[src/hw/fbs_pkg.sv]
// constants shared by the burst read sequencer, its fifo and its synchroniser
// assumes one clock (pclk) and an asynchronous active-low reset
package fbs_pkg;

   // register byte addresses
   localparam logic [11:0] ADDR_CFG    = 12'h000;
   localparam logic [11:0] ADDR_STATUS = 12'h004;
   localparam logic [11:0] ADDR_CURPOS = 12'h008;

   // configuration register fields
   localparam int CFG_BL_LSB    = 0;
   localparam int CFG_BL_MSB    = 2;
   localparam int CFG_WRAP_BIT  = 3;
   localparam int CFG_RWF_BIT   = 4;
   localparam int CFG_EDGE_BIT  = 6;
   localparam int CFG_ASYNC_BIT = 15;
   localparam logic [31:0] CFG_RESET = 32'h0000_0057;
   localparam logic [31:0] CFG_WMASK = 32'h0000_805F;

   // burst length encodings
   localparam logic [2:0] BL_4    = 3'h1;
   localparam logic [2:0] BL_8    = 3'h2;
   localparam logic [2:0] BL_16   = 3'h3;
   localparam logic [2:0] BL_CONT = 3'h7;

   // status register fields
   localparam int ST_STATE_LSB  = 0;
   localparam int ST_WAITED_BIT = 8;
   localparam int ST_WAIT_BIT   = 9;
   localparam int ST_VALID_BIT  = 10;

   // word counts
   localparam logic [4:0] WORDS_4  = 5'h04;
   localparam logic [4:0] WORDS_8  = 5'h08;
   localparam logic [4:0] WORDS_16 = 5'h10;

   // index of the last edge, counted from zero, in the power-up latching sequence
   localparam logic [1:0] FALS_LAST_EDGE = 2'h2;

   // cycles the ready pin is held low after reset
   localparam int INIT_CYCLES_DEF = 16;

   typedef enum logic [3:0] {
      ST_INIT  = 4'b0001,
      ST_FALS  = 4'b0010,
      ST_IDLE  = 4'b0100,
      ST_BURST = 4'b1000
   } fbs_state_t;

endpackage

[src/hw/fbs_sync.sv]
// two-flop synchroniser for a group of pin levels
// assumes the levels are quasi-static against pclk
`timescale 1ns/10ps
module fbs_sync #(
   parameter int W = 1
) (
   input  wire logic         clk,
   input  wire logic         rst_n,
   input  wire logic [W-1:0] d,
   output logic      [W-1:0] q
);
   import fbs_pkg::*;

   logic [W-1:0] meta_r;

   generate
      if (W < 1) begin : g_bad_w
         $error("fbs_sync: width must be at least 1");
      end
   endgenerate

   always_ff @(posedge clk or negedge rst_n) begin
      if (!rst_n) begin
         meta_r <= '0;
         q      <= '0;
      end else begin
         meta_r <= d;
         q      <= meta_r;
      end
   end

endmodule

[src/hw/fbs_fifo.sv]
// word fifo between array fetch and pin output
// assumes both sides run on the same clock; clr empties it at once
`timescale 1ns/10ps
module fbs_fifo #(
   parameter int W     = 16,
   parameter int DEPTH = 8
) (
   input  wire logic         clk,
   input  wire logic         rst_n,
   input  wire logic         clr,
   input  wire logic         in_valid,
   output logic              in_ready,
   input  wire logic [W-1:0] in_data,
   output logic              out_valid,
   input  wire logic         out_ready,
   output logic      [W-1:0] out_data
);
   import fbs_pkg::*;

   localparam int AW = $clog2(DEPTH);

   logic [W-1:0] mem_r [DEPTH];
   logic [AW:0]  wr_ptr_r;
   logic [AW:0]  rd_ptr_r;
   wire          full;
   wire          empty;
   wire          do_push;
   wire          do_pop;

   generate
      if (DEPTH < 2 || (1 << AW) != DEPTH) begin : g_bad_depth
         $error("fbs_fifo: depth must be a power of two, at least 2");
      end
   endgenerate

   assign full      = (wr_ptr_r[AW] != rd_ptr_r[AW]) && (wr_ptr_r[AW-1:0] == rd_ptr_r[AW-1:0]);
   assign empty     = (wr_ptr_r == rd_ptr_r);
   assign in_ready  = !full && !clr;
   assign out_valid = !empty && !clr;
   assign out_data  = mem_r[rd_ptr_r[AW-1:0]];
   assign do_push   = in_valid && in_ready;
   assign do_pop    = out_valid && out_ready;

   always_ff @(posedge clk) begin
      if (do_push) begin
         mem_r[wr_ptr_r[AW-1:0]] <= in_data;
      end
   end

   always_ff @(posedge clk or negedge rst_n) begin
      if (!rst_n) begin
         wr_ptr_r <= '0;
         rd_ptr_r <= '0;
      end else if (clr) begin
         wr_ptr_r <= '0;
         rd_ptr_r <= '0;
      end else begin
         if (do_push) begin
            wr_ptr_r <= wr_ptr_r + 1'b1;
         end
         if (do_pop) begin
            rd_ptr_r <= rd_ptr_r + 1'b1;
         end
      end
   end

endmodule

[src/hw/fbs_burst_seq.sv]
// read-path sequencer of a nor flash: asynchronous reads and synchronous bursts
// assumes flash pins arrive asynchronously; the array answers mem_addr in the same cycle
`timescale 1ns/10ps
module fbs_burst_seq #(
   parameter int AW          = 24,
   parameter int DW          = 16,
   parameter int FIFO_DEPTH  = 8,
   parameter int INIT_CYCLES = fbs_pkg::INIT_CYCLES_DEF
) (
   input  wire logic          pclk,
   input  wire logic          presetn,
   input  wire logic          psel,
   input  wire logic          penable,
   input  wire logic          pwrite,
   input  wire logic [11:0]   paddr,
   input  wire logic [31:0]   pwdata,
   output logic      [31:0]   prdata,
   output logic               pready,
   output logic               pslverr,
   input  wire logic          chip_en_n,
   input  wire logic          out_en_n,
   input  wire logic          latch_en_n,
   input  wire logic [AW-1:0] addr_pin,
   input  wire logic          rdy_wait_in,
   output logic               rdy_wait_out,
   output logic               rdy_wait_oe,
   output logic      [DW-1:0] dq_out,
   output logic               dq_oe,
   output logic      [AW-1:0] mem_addr,
   input  wire logic [DW-1:0] mem_rdata
);
   import fbs_pkg::*;

   generate
      if (AW < 5 || AW > 32 || DW < 1 || DW > 32) begin : g_bad_width
         $error("fbs_burst_seq: address width 5..32 and data width 1..32");
      end
      if (INIT_CYCLES < 1 || INIT_CYCLES > 65535) begin : g_bad_init
         $error("fbs_burst_seq: init cycles must be 1..65535");
      end
   endgenerate

   localparam logic [15:0] INIT_LAST = 16'(INIT_CYCLES - 1);

   ////////////////////////////////////////////////////////////////////////////
   // pin synchronisation

   logic [AW+3:0] pin_s;
   wire           ce_n_s;
   wire           oe_n_s;
   wire           le_n_s;
   wire           rw_s;
   wire [AW-1:0]  addr_s;

   fbs_sync #(
      .W (AW + 4)
   ) u_sync (
      .clk   (pclk),
      .rst_n (presetn),
      .d     ({chip_en_n, out_en_n, latch_en_n, rdy_wait_in, addr_pin}),
      .q     (pin_s)
   );

   assign ce_n_s = pin_s[AW+3];
   assign oe_n_s = pin_s[AW+2];
   assign le_n_s = pin_s[AW+1];
   assign rw_s   = pin_s[AW];
   assign addr_s = pin_s[AW-1:0];

   ////////////////////////////////////////////////////////////////////////////
   // configuration decode

   logic [31:0] cfg_r;
   wire  [2:0]  burst_length_field;
   wire         wrap_select_bit;
   wire         ready_wait_function_select;
   wire         active_edge_select;
   wire         mode_async;
   wire         cont;
   wire         use_wrap;
   wire  [4:0]  len_words;
   wire  [3:0]  wrap_mask;

   // mode and format follow only the live configuration register
   assign burst_length_field         = cfg_r[CFG_BL_MSB:CFG_BL_LSB];
   assign wrap_select_bit            = cfg_r[CFG_WRAP_BIT];
   assign ready_wait_function_select = cfg_r[CFG_RWF_BIT];
   assign active_edge_select         = cfg_r[CFG_EDGE_BIT];
   assign mode_async                 = cfg_r[CFG_ASYNC_BIT];
   assign cont = !(burst_length_field == BL_4 || burst_length_field == BL_8
                   || burst_length_field == BL_16);
   assign len_words = (burst_length_field == BL_4) ? WORDS_4 :
                      (burst_length_field == BL_8) ? WORDS_8 : WORDS_16;
   assign wrap_mask = 4'(len_words - 5'h01);
   // continuous bursts never wrap, whatever the wrap bit says
   assign use_wrap  = !wrap_select_bit && !cont;

   ////////////////////////////////////////////////////////////////////////////
   // state

   fbs_state_t     state_r;
   fbs_state_t     state_nxt;
   logic [15:0]    init_cnt_r;
   logic [1:0]     fals_cnt_r;
   logic           latched_r;
   logic           rw_low_r;
   logic [AW-1:0]  start_r;
   logic [AW-1:0]  fetch_addr_r;
   logic [4:0]     issued_r;
   logic [1:0]     wait_cnt_r;
   logic           waited_r;
   logic [DW-1:0]  dq_r;
   logic           dq_oe_r;
   logic           valid_r;

   wire fals_hit;
   wire in_burst;
   wire start_burst;
   wire fetch_done;
   wire fifo_in_valid;
   wire fifo_in_ready;
   wire fifo_out_valid;
   wire fifo_out_ready;
   wire [DW-1:0] fifo_out_data;
   wire push;
   wire pop;
   wire crossing;
   wire [AW-1:0] wrap_nxt;
   wire [AW-1:0] fetch_nxt;
   wire wait_act;

   // output and chip enable low, latch enable and ready high
   assign fals_hit = !oe_n_s && !ce_n_s && le_n_s && rw_s;
   assign in_burst = (state_r == ST_BURST);

   always_comb begin
      state_nxt = state_r;
      case (state_r)
         ST_INIT: begin
            if (init_cnt_r == INIT_LAST) begin
               state_nxt = ST_FALS;
            end
         end
         ST_FALS: begin
            if (fals_hit && fals_cnt_r == FALS_LAST_EDGE) begin
               state_nxt = ST_BURST;
            end
         end
         ST_IDLE: begin
            if (!mode_async && latched_r && !ce_n_s && le_n_s) begin
               state_nxt = ST_BURST;
            end else if (ready_wait_function_select && rw_low_r && rw_s) begin
               state_nxt = ST_FALS;
            end
         end
         ST_BURST: begin
            if (ce_n_s || !le_n_s) begin
               state_nxt = ST_IDLE;
            end
         end
         default: begin
            state_nxt = ST_INIT;
         end
      endcase
   end

   assign start_burst = (state_nxt == ST_BURST) && !in_burst;

   always_ff @(posedge pclk or negedge presetn) begin
      if (!presetn) begin
         state_r    <= ST_INIT;
         init_cnt_r <= 16'h0000;
         fals_cnt_r <= 2'h0;
      end else begin
         state_r    <= state_nxt;
         init_cnt_r <= (state_r == ST_INIT) ? init_cnt_r + 16'h0001 : 16'h0000;
         if (state_r != ST_FALS) begin
            fals_cnt_r <= 2'h0;
         end else if (fals_hit) begin
            fals_cnt_r <= fals_cnt_r + 2'h1;
         end
      end
   end

   // address capture while latch and chip enable are low in idle, or at the last power-up latching edge; ready pulse retrigger
   always_ff @(posedge pclk or negedge presetn) begin
      if (!presetn) begin
         start_r   <= '0;
         latched_r <= 1'b0;
         rw_low_r  <= 1'b0;
      end else begin
         if (state_r == ST_FALS && fals_hit && fals_cnt_r == FALS_LAST_EDGE) begin
            start_r <= addr_s;
         end else if (state_r == ST_IDLE && !ce_n_s && !le_n_s) begin
            start_r <= addr_s;
         end
         if (start_burst) begin
            latched_r <= 1'b0;
         end else if (state_r == ST_IDLE && !ce_n_s && !le_n_s) begin
            latched_r <= 1'b1;
         end
         if (state_r != ST_IDLE) begin
            rw_low_r <= 1'b0;
         end else if (!rw_s) begin
            rw_low_r <= 1'b1;
         end
      end
   end

   ////////////////////////////////////////////////////////////////////////////
   // burst address generation

   // any bank, any address: no bank is limited to one read style
   assign mem_addr   = mode_async ? addr_s : fetch_addr_r;
   assign fetch_done = !cont && (issued_r == len_words);
   assign fifo_in_valid = in_burst && !fetch_done && (wait_cnt_r == 2'h0);
   assign push       = fifo_in_valid && fifo_in_ready;
   assign wrap_nxt   = {fetch_addr_r[AW-1:4],
                        (fetch_addr_r[3:0] & ~wrap_mask) |
                        ((fetch_addr_r[3:0] + 4'h1) & wrap_mask)};
   assign fetch_nxt  = use_wrap ? wrap_nxt : fetch_addr_r + 1'b1;
   // offset from a four-word boundary costs that many cycles, once only
   assign crossing   = !use_wrap && !waited_r && (fetch_addr_r[3:0] == 4'hF)
                       && (start_r[1:0] != 2'h0);

   always_ff @(posedge pclk or negedge presetn) begin
      if (!presetn) begin
         fetch_addr_r <= '0;
         issued_r     <= 5'h00;
         wait_cnt_r   <= 2'h0;
         waited_r     <= 1'b0;
      end else if (start_burst) begin
         fetch_addr_r <= (state_r == ST_FALS) ? addr_s : start_r;
         issued_r     <= 5'h00;
         wait_cnt_r   <= 2'h0;
         waited_r     <= 1'b0;
      end else if (in_burst) begin
         if (wait_cnt_r != 2'h0) begin
            wait_cnt_r <= wait_cnt_r - 2'h1;
         end else if (push) begin
            fetch_addr_r <= fetch_nxt;
            issued_r     <= cont ? issued_r : issued_r + 5'h01;
            if (crossing) begin
               wait_cnt_r <= start_r[1:0];
               waited_r   <= 1'b1;
            end
         end
      end
   end

   ////////////////////////////////////////////////////////////////////////////
   // word buffer and pin output

   // a stalled output (output enable high) suspends the burst in place
   fbs_fifo #(
      .W     (DW),
      .DEPTH (FIFO_DEPTH)
   ) u_fifo (
      .clk       (pclk),
      .rst_n     (presetn),
      .clr       (!in_burst),
      .in_valid  (fifo_in_valid),
      .in_ready  (fifo_in_ready),
      .in_data   (mem_rdata),
      .out_valid (fifo_out_valid),
      .out_ready (fifo_out_ready),
      .out_data  (fifo_out_data)
   );

   assign fifo_out_ready = in_burst && !oe_n_s;
   assign pop            = fifo_out_valid && fifo_out_ready;

   always_ff @(posedge pclk or negedge presetn) begin
      if (!presetn) begin
         dq_r    <= '0;
         dq_oe_r <= 1'b0;
         valid_r <= 1'b0;
      end else begin
         dq_oe_r <= !ce_n_s && !oe_n_s;
         valid_r <= !mode_async && pop;
         if (mode_async) begin
            dq_r <= mem_rdata;
         end else if (pop) begin
            dq_r <= fifo_out_data;
         end
      end
   end

   // wait is shown while data is not valid; never in asynchronous mode
   assign wait_act     = !mode_async && !oe_n_s && !valid_r;
   assign rdy_wait_oe  = (state_r == ST_INIT) || (!ready_wait_function_select && !ce_n_s);
   assign rdy_wait_out = (state_r == ST_INIT) ? 1'b0 : !wait_act;
   assign dq_out       = dq_r;
   assign dq_oe        = dq_oe_r;

   ////////////////////////////////////////////////////////////////////////////
   // apb slave

   logic [31:0] prdata_r;
   wire         hit_cfg;
   wire         hit_status;
   wire         hit_curpos;
   wire         hit_any;
   wire         wr_cfg;
   wire  [31:0] status_word;
   wire  [31:0] curpos_word;
   wire  [31:0] rd_mux;

   assign hit_cfg     = (paddr == ADDR_CFG);
   assign hit_status  = (paddr == ADDR_STATUS);
   assign hit_curpos  = (paddr == ADDR_CURPOS);
   assign hit_any     = hit_cfg || hit_status || hit_curpos;
   assign wr_cfg      = psel && penable && pwrite && hit_cfg;
   assign status_word = (32'(state_r) << ST_STATE_LSB) |
                        (32'(waited_r) << ST_WAITED_BIT) |
                        (32'(wait_act) << ST_WAIT_BIT) |
                        (32'(valid_r) << ST_VALID_BIT);
   assign curpos_word = 32'(fetch_addr_r);
   assign rd_mux      = hit_cfg    ? cfg_r :
                        hit_status ? status_word :
                        hit_curpos ? curpos_word : 32'h0000_0000;

   always_ff @(posedge pclk or negedge presetn) begin
      if (!presetn) begin
         cfg_r    <= CFG_RESET;
         prdata_r <= 32'h0000_0000;
      end else begin
         if (wr_cfg) begin
            cfg_r <= pwdata & CFG_WMASK;
         end
         if (psel && !penable) begin
            prdata_r <= pwrite ? 32'h0000_0000 : rd_mux;
         end
      end
   end

   assign prdata  = prdata_r;
   assign pready  = 1'b1;
   assign pslverr = psel && penable && !hit_any;

endmodule

[config.mk]
export PLATFORM = sky130hd
export DESIGN_NAME = fbs_burst_seq
export DESIGN_NICKNAME = d
export VERILOG_FILES = /design/src/hw/fbs_pkg.sv /design/src/hw/fbs_sync.sv /design/src/hw/fbs_fifo.sv /design/src/hw/fbs_burst_seq.sv
export SDC_FILE = /design/constraint.sdc
export NUM_CORES = 1
export LEC_CHECK = 0
export BUFFER_PORTS_ARGS = -buffer_cell sky130_fd_sc_hd__buf_2
export CORE_ASPECT_RATIO = 1.1
export CORE_MARGIN = 1.5
export CORE_UTILIZATION = 28
export CTS_CLUSTER_DIAMETER = 100
export DETAILED_ROUTE_END_ITERATION = 6
export GPL_TIMING_DRIVEN = 0
export PLACE_DENSITY = 0.47
export REMOVE_ABC_BUFFERS = 1
export SKIP_CTS_REPAIR_TIMING = 1
export SLEW_MARGIN = 20
export SYNTH_ARGS = -nofsm -noshare
export SYNTH_HDL_FRONTEND = slang
export SYNTH_HIERARCHICAL = 1
export SYNTH_SLANG_ARGS = --single-unit
[constraint.sdc]
create_clock -name pclk -period 8.9 [get_ports pclk]
set_input_delay 1.78 -clock pclk [delete_from_list [all_inputs] [get_ports pclk]]
set_output_delay 1.78 -clock pclk [all_outputs]
set_load 0.05 [all_outputs]
==> results.py <==
metrics = {
    "final_layout": {
        "final_cells": 1860,
        "final_nets": 1276,
        "area_growth_pct": 21.1,
        "drive_above_1_share_pct": 31.2,
        "final_common_cell": "dfrtp_1",
        "finish.instance_area_um2": 17000,
        "final_cell_mix": "dfrtp_1 (183), buf_2 (137), edfxtp_1 (128)",
    },
    "route": {
        "wire_per_inst_um": 19.7,
        "wl_met2_um": 17600,
        "ant_nets": 0,
        "maxUsedRoutingLayer": "met5",
        "wl_met3_um": 1950,
        "vias": 9003,
        "dr.pass1.iters": 6,
        "wl_met1_um": 16200,
        "drc": 0,
        "drt_iter0_markers": 630,
        "viasPerCell": 4.84,
        "routed_wl_um": 36700,
    },
    "setup_path": {
        "r2r_setup_slack_ps": 5270,
        "r2r-end": "fetch_addr_r[4]",
        "cp_max_fo": 3,
        "rr_startpoint": "state_r[3]",
        "criticalPathCategory": "input pin to output pin",
        "cp.required_ps": 7120,
        "crit_arrival_ps": 2720,
        "setup.worst_path.start_class": "input pin",
        "cp-end-kind": "output pin",
        "r2r_cells": 9,
    },
    "cts": {
        "clock_latency_ps": 550,
        "cts-buffers-inserted": 39,
        "root_buffer": "clkbuf_16",
        "clock_sinks": 321,
        "tritoncts": "built",
        "worst_setup_hold_path_clk_slew_ps": 60,
        "cts_buffer_depth": 3,
        "cts_max_level": 2,
    },
    "global_route": {
        "grt_first_pass_wirelength_um": 56800,
        "grt_pass1_vias": 9220,
        "grt_overflow": 0,
        "antenna_found_initial": 8,
        "grt_usage_pct": 14.5,
        "grt_max_degree": 76,
    },
    "place": {
        "hpwlAfterDp_um": 25100,
        "dp_cells": 1787,
        "place_area_um2": 15700,
        "port-buffer-count": 135,
        "gp_congestion": 0.841,
    },
    "sta": {
        "worst_pin_slew_ps": 921,
        "setup_viol": 0,
        "fin_skew_ps": 26.9,
        "finalHoldViolCount": 0,
        "drv_slew": 0,
        "finalSetupTns_ps": 0,
        "fmax_mhz": 222,
        "post-route-period-util_pct": 50.5,
        "rsz0062_at_grt": "false",
        "period_minus_slack_ps": 4500,
        "slew_headroom_pct": 38.4,
    },
    "worst_hold_path": {
        "whs_endpoint": "u_sync/q[10]",
        "hold_path_startpoint": "u_sync/meta_r[10]",
        "whs_path_depth": 0,
        "min_path_type": "flop to flop",
    },
    "synth": {
        "ys_seq_elements": 321,
        "synth_ff_type": "dfrtp_1",
        "avgSynthCellArea_um2": 13.5,
        "seq_area_frac_synth_pct": 61.9,
        "synthCells": 1040,
        "async_flop_share_pct": 60.1,
        "synth_warnings": 6,
        "synth_area_um2": 14000,
        "yosysUniqueCellTypes": 80,
        "synth-edff-count": 128,
    },
    "floorplanning": {
        "die_w_um": 216,
        "core_um2": 49200,
        "die_h_um": 238,
        "dieArea_um2": 51500,
        "initial_core_util_pct": 28.5,
        "io_pins": 170,
        "row_count": 85,
    },
    "pwr": {
        "ir_drop_uv": 145,
        "p_leak_nw": 6.66,
        "totalPowerFinal_mw": 3.38,
        "powerDensity_nw_per_um2": 199,
    },
    "run": {
        "cap_violations": 0,
    },
    "status": {
        "status": "completed",
    },
}
## metal layers
metal  vias to the layer above  global-route usage, %
met5                         -                      0
met4                        12                   4.19
met3                        70                   3.57
met2                       234                   23.9
met1                      4529                   18.8
li1                       4158                      -
## sequential cells by signal, indices dropped and copies added (netlist names), 2 cells and up, named ones only
| signal | count |
|---|---|
| fetch_addr_r | 22 |
| u_fifo/rd_ptr_r | 4 |
| state_r | 4 |
| u_fifo/wr_ptr_r | 4 |
| issued_r | 5 |
| prdata | 24 |
| init_cnt_r | 16 |
| start_r | 24 |
| dq_out | 16 |
| u_fifo/mem_r | 128 |
| wait_cnt_r | 2 |
| fals_cnt_r | 2 |
| u_sync/q | 28 |
| cfg_r | 7 |
| u_sync/meta_r | 28 |
## logic make-up (layout without fill, tap and decap cells)
group | Yosys count | count (layout) | share of synthesized area [%]
flops | 321 | 321 | 61.9
simple gates | 274 | 274 | 10.1
compound gates | 168 | 168 | 8.26
mux | 147 | 147 | 14.1
buf+inv | 93 | 253 | 3.23
xor+xnor | 28 | 28 | 1.80
fa+ha+maj | 7 | 7 | 0.624
other cells | 2 | 10 | 0.0535
## Yosys cell counts (4+ instances only)
cell,count,area (um^2)
mux2_2,75,845
dfrtp_1,187,4680
mux4_2,32,721
nand2b_1,14,87.6
a22oi_1,6,45.0
nand3_1,22,110
o22ai_1,4,25.0
nor2b_1,6,37.5
xor2_1,14,123
and3_1,9,56.3
inv_1,18,67.6
nor4_1,12,75.1
xnor2_1,13,114
o31ai_1,5,37.5
buf_6,4,45.0
nor2_1,56,210
a21oi_1,31,155
o21ai_0,35,175
and2_1,5,31.3
buf_4,15,113
edfxtp_1,128,3840
or3_1,6,37.5
a22o_1,14,123
dfstp_2,6,158
and4_1,6,52.6
a31oi_1,11,68.8
mux2i_1,37,370
o211ai_1,10,75.1
o21ai_1,10,50.1
ha_1,7,87.6
nand2_1,73,274
clkbuf_1,39,146
nand4_1,19,119
o41ai_1,6,52.6
buf_2,14,70.1
nor3_1,22,110
## power breakdown
part           internal (mW)  leakage [nW]  total [mW]  switching [mW]
combinational         0.0495          2.45       0.153           0.104
clock                  0.968         0.643        1.62           0.650
sequential              1.58          3.57        1.60          0.0279
## worst max-delay path by stage
stage | startpoint | to
after floorplan | paddr[6] | pslverr
after detailed placement | paddr[7] | pslverr
after CTS | paddr[7] | pslverr
final | paddr[7] | pslverr
after global placement | state_r[3] | start_r[17]
after global routing | paddr[7] | pslverr
## stage by stage
step | worst slack (ps) | hold slack, ps | utilization (%)
final | 4400 | 339 | 34.5
after global routing | 4260 | 350 | 34.5
after CTS | 4370 | 343 | 34.5
after detailed placement | 4380 | 335 | 31.8
after global placement | 1410 | 336 | 30.8
after floorplan | 4530 | 331 | -
## worst max-delay path: stages
cell     delay (ps)
buf_2           100
nor4_1          290
nand3_1         160
a21oi_1         140
nor2_1           40
buf_2           200
## cell type report
cell class                 count  area (um^2)
timing repair buffer         162         1050
multi-input combinational    633         5030
clock inverter                16          175
antenna                        1         2.50
tap                          652          816
fill                        4803        32300
clock buffer                  56         1150
sequential                   321         8690
inverter                      19         71.3
Power figures use the tool's default switching activity.
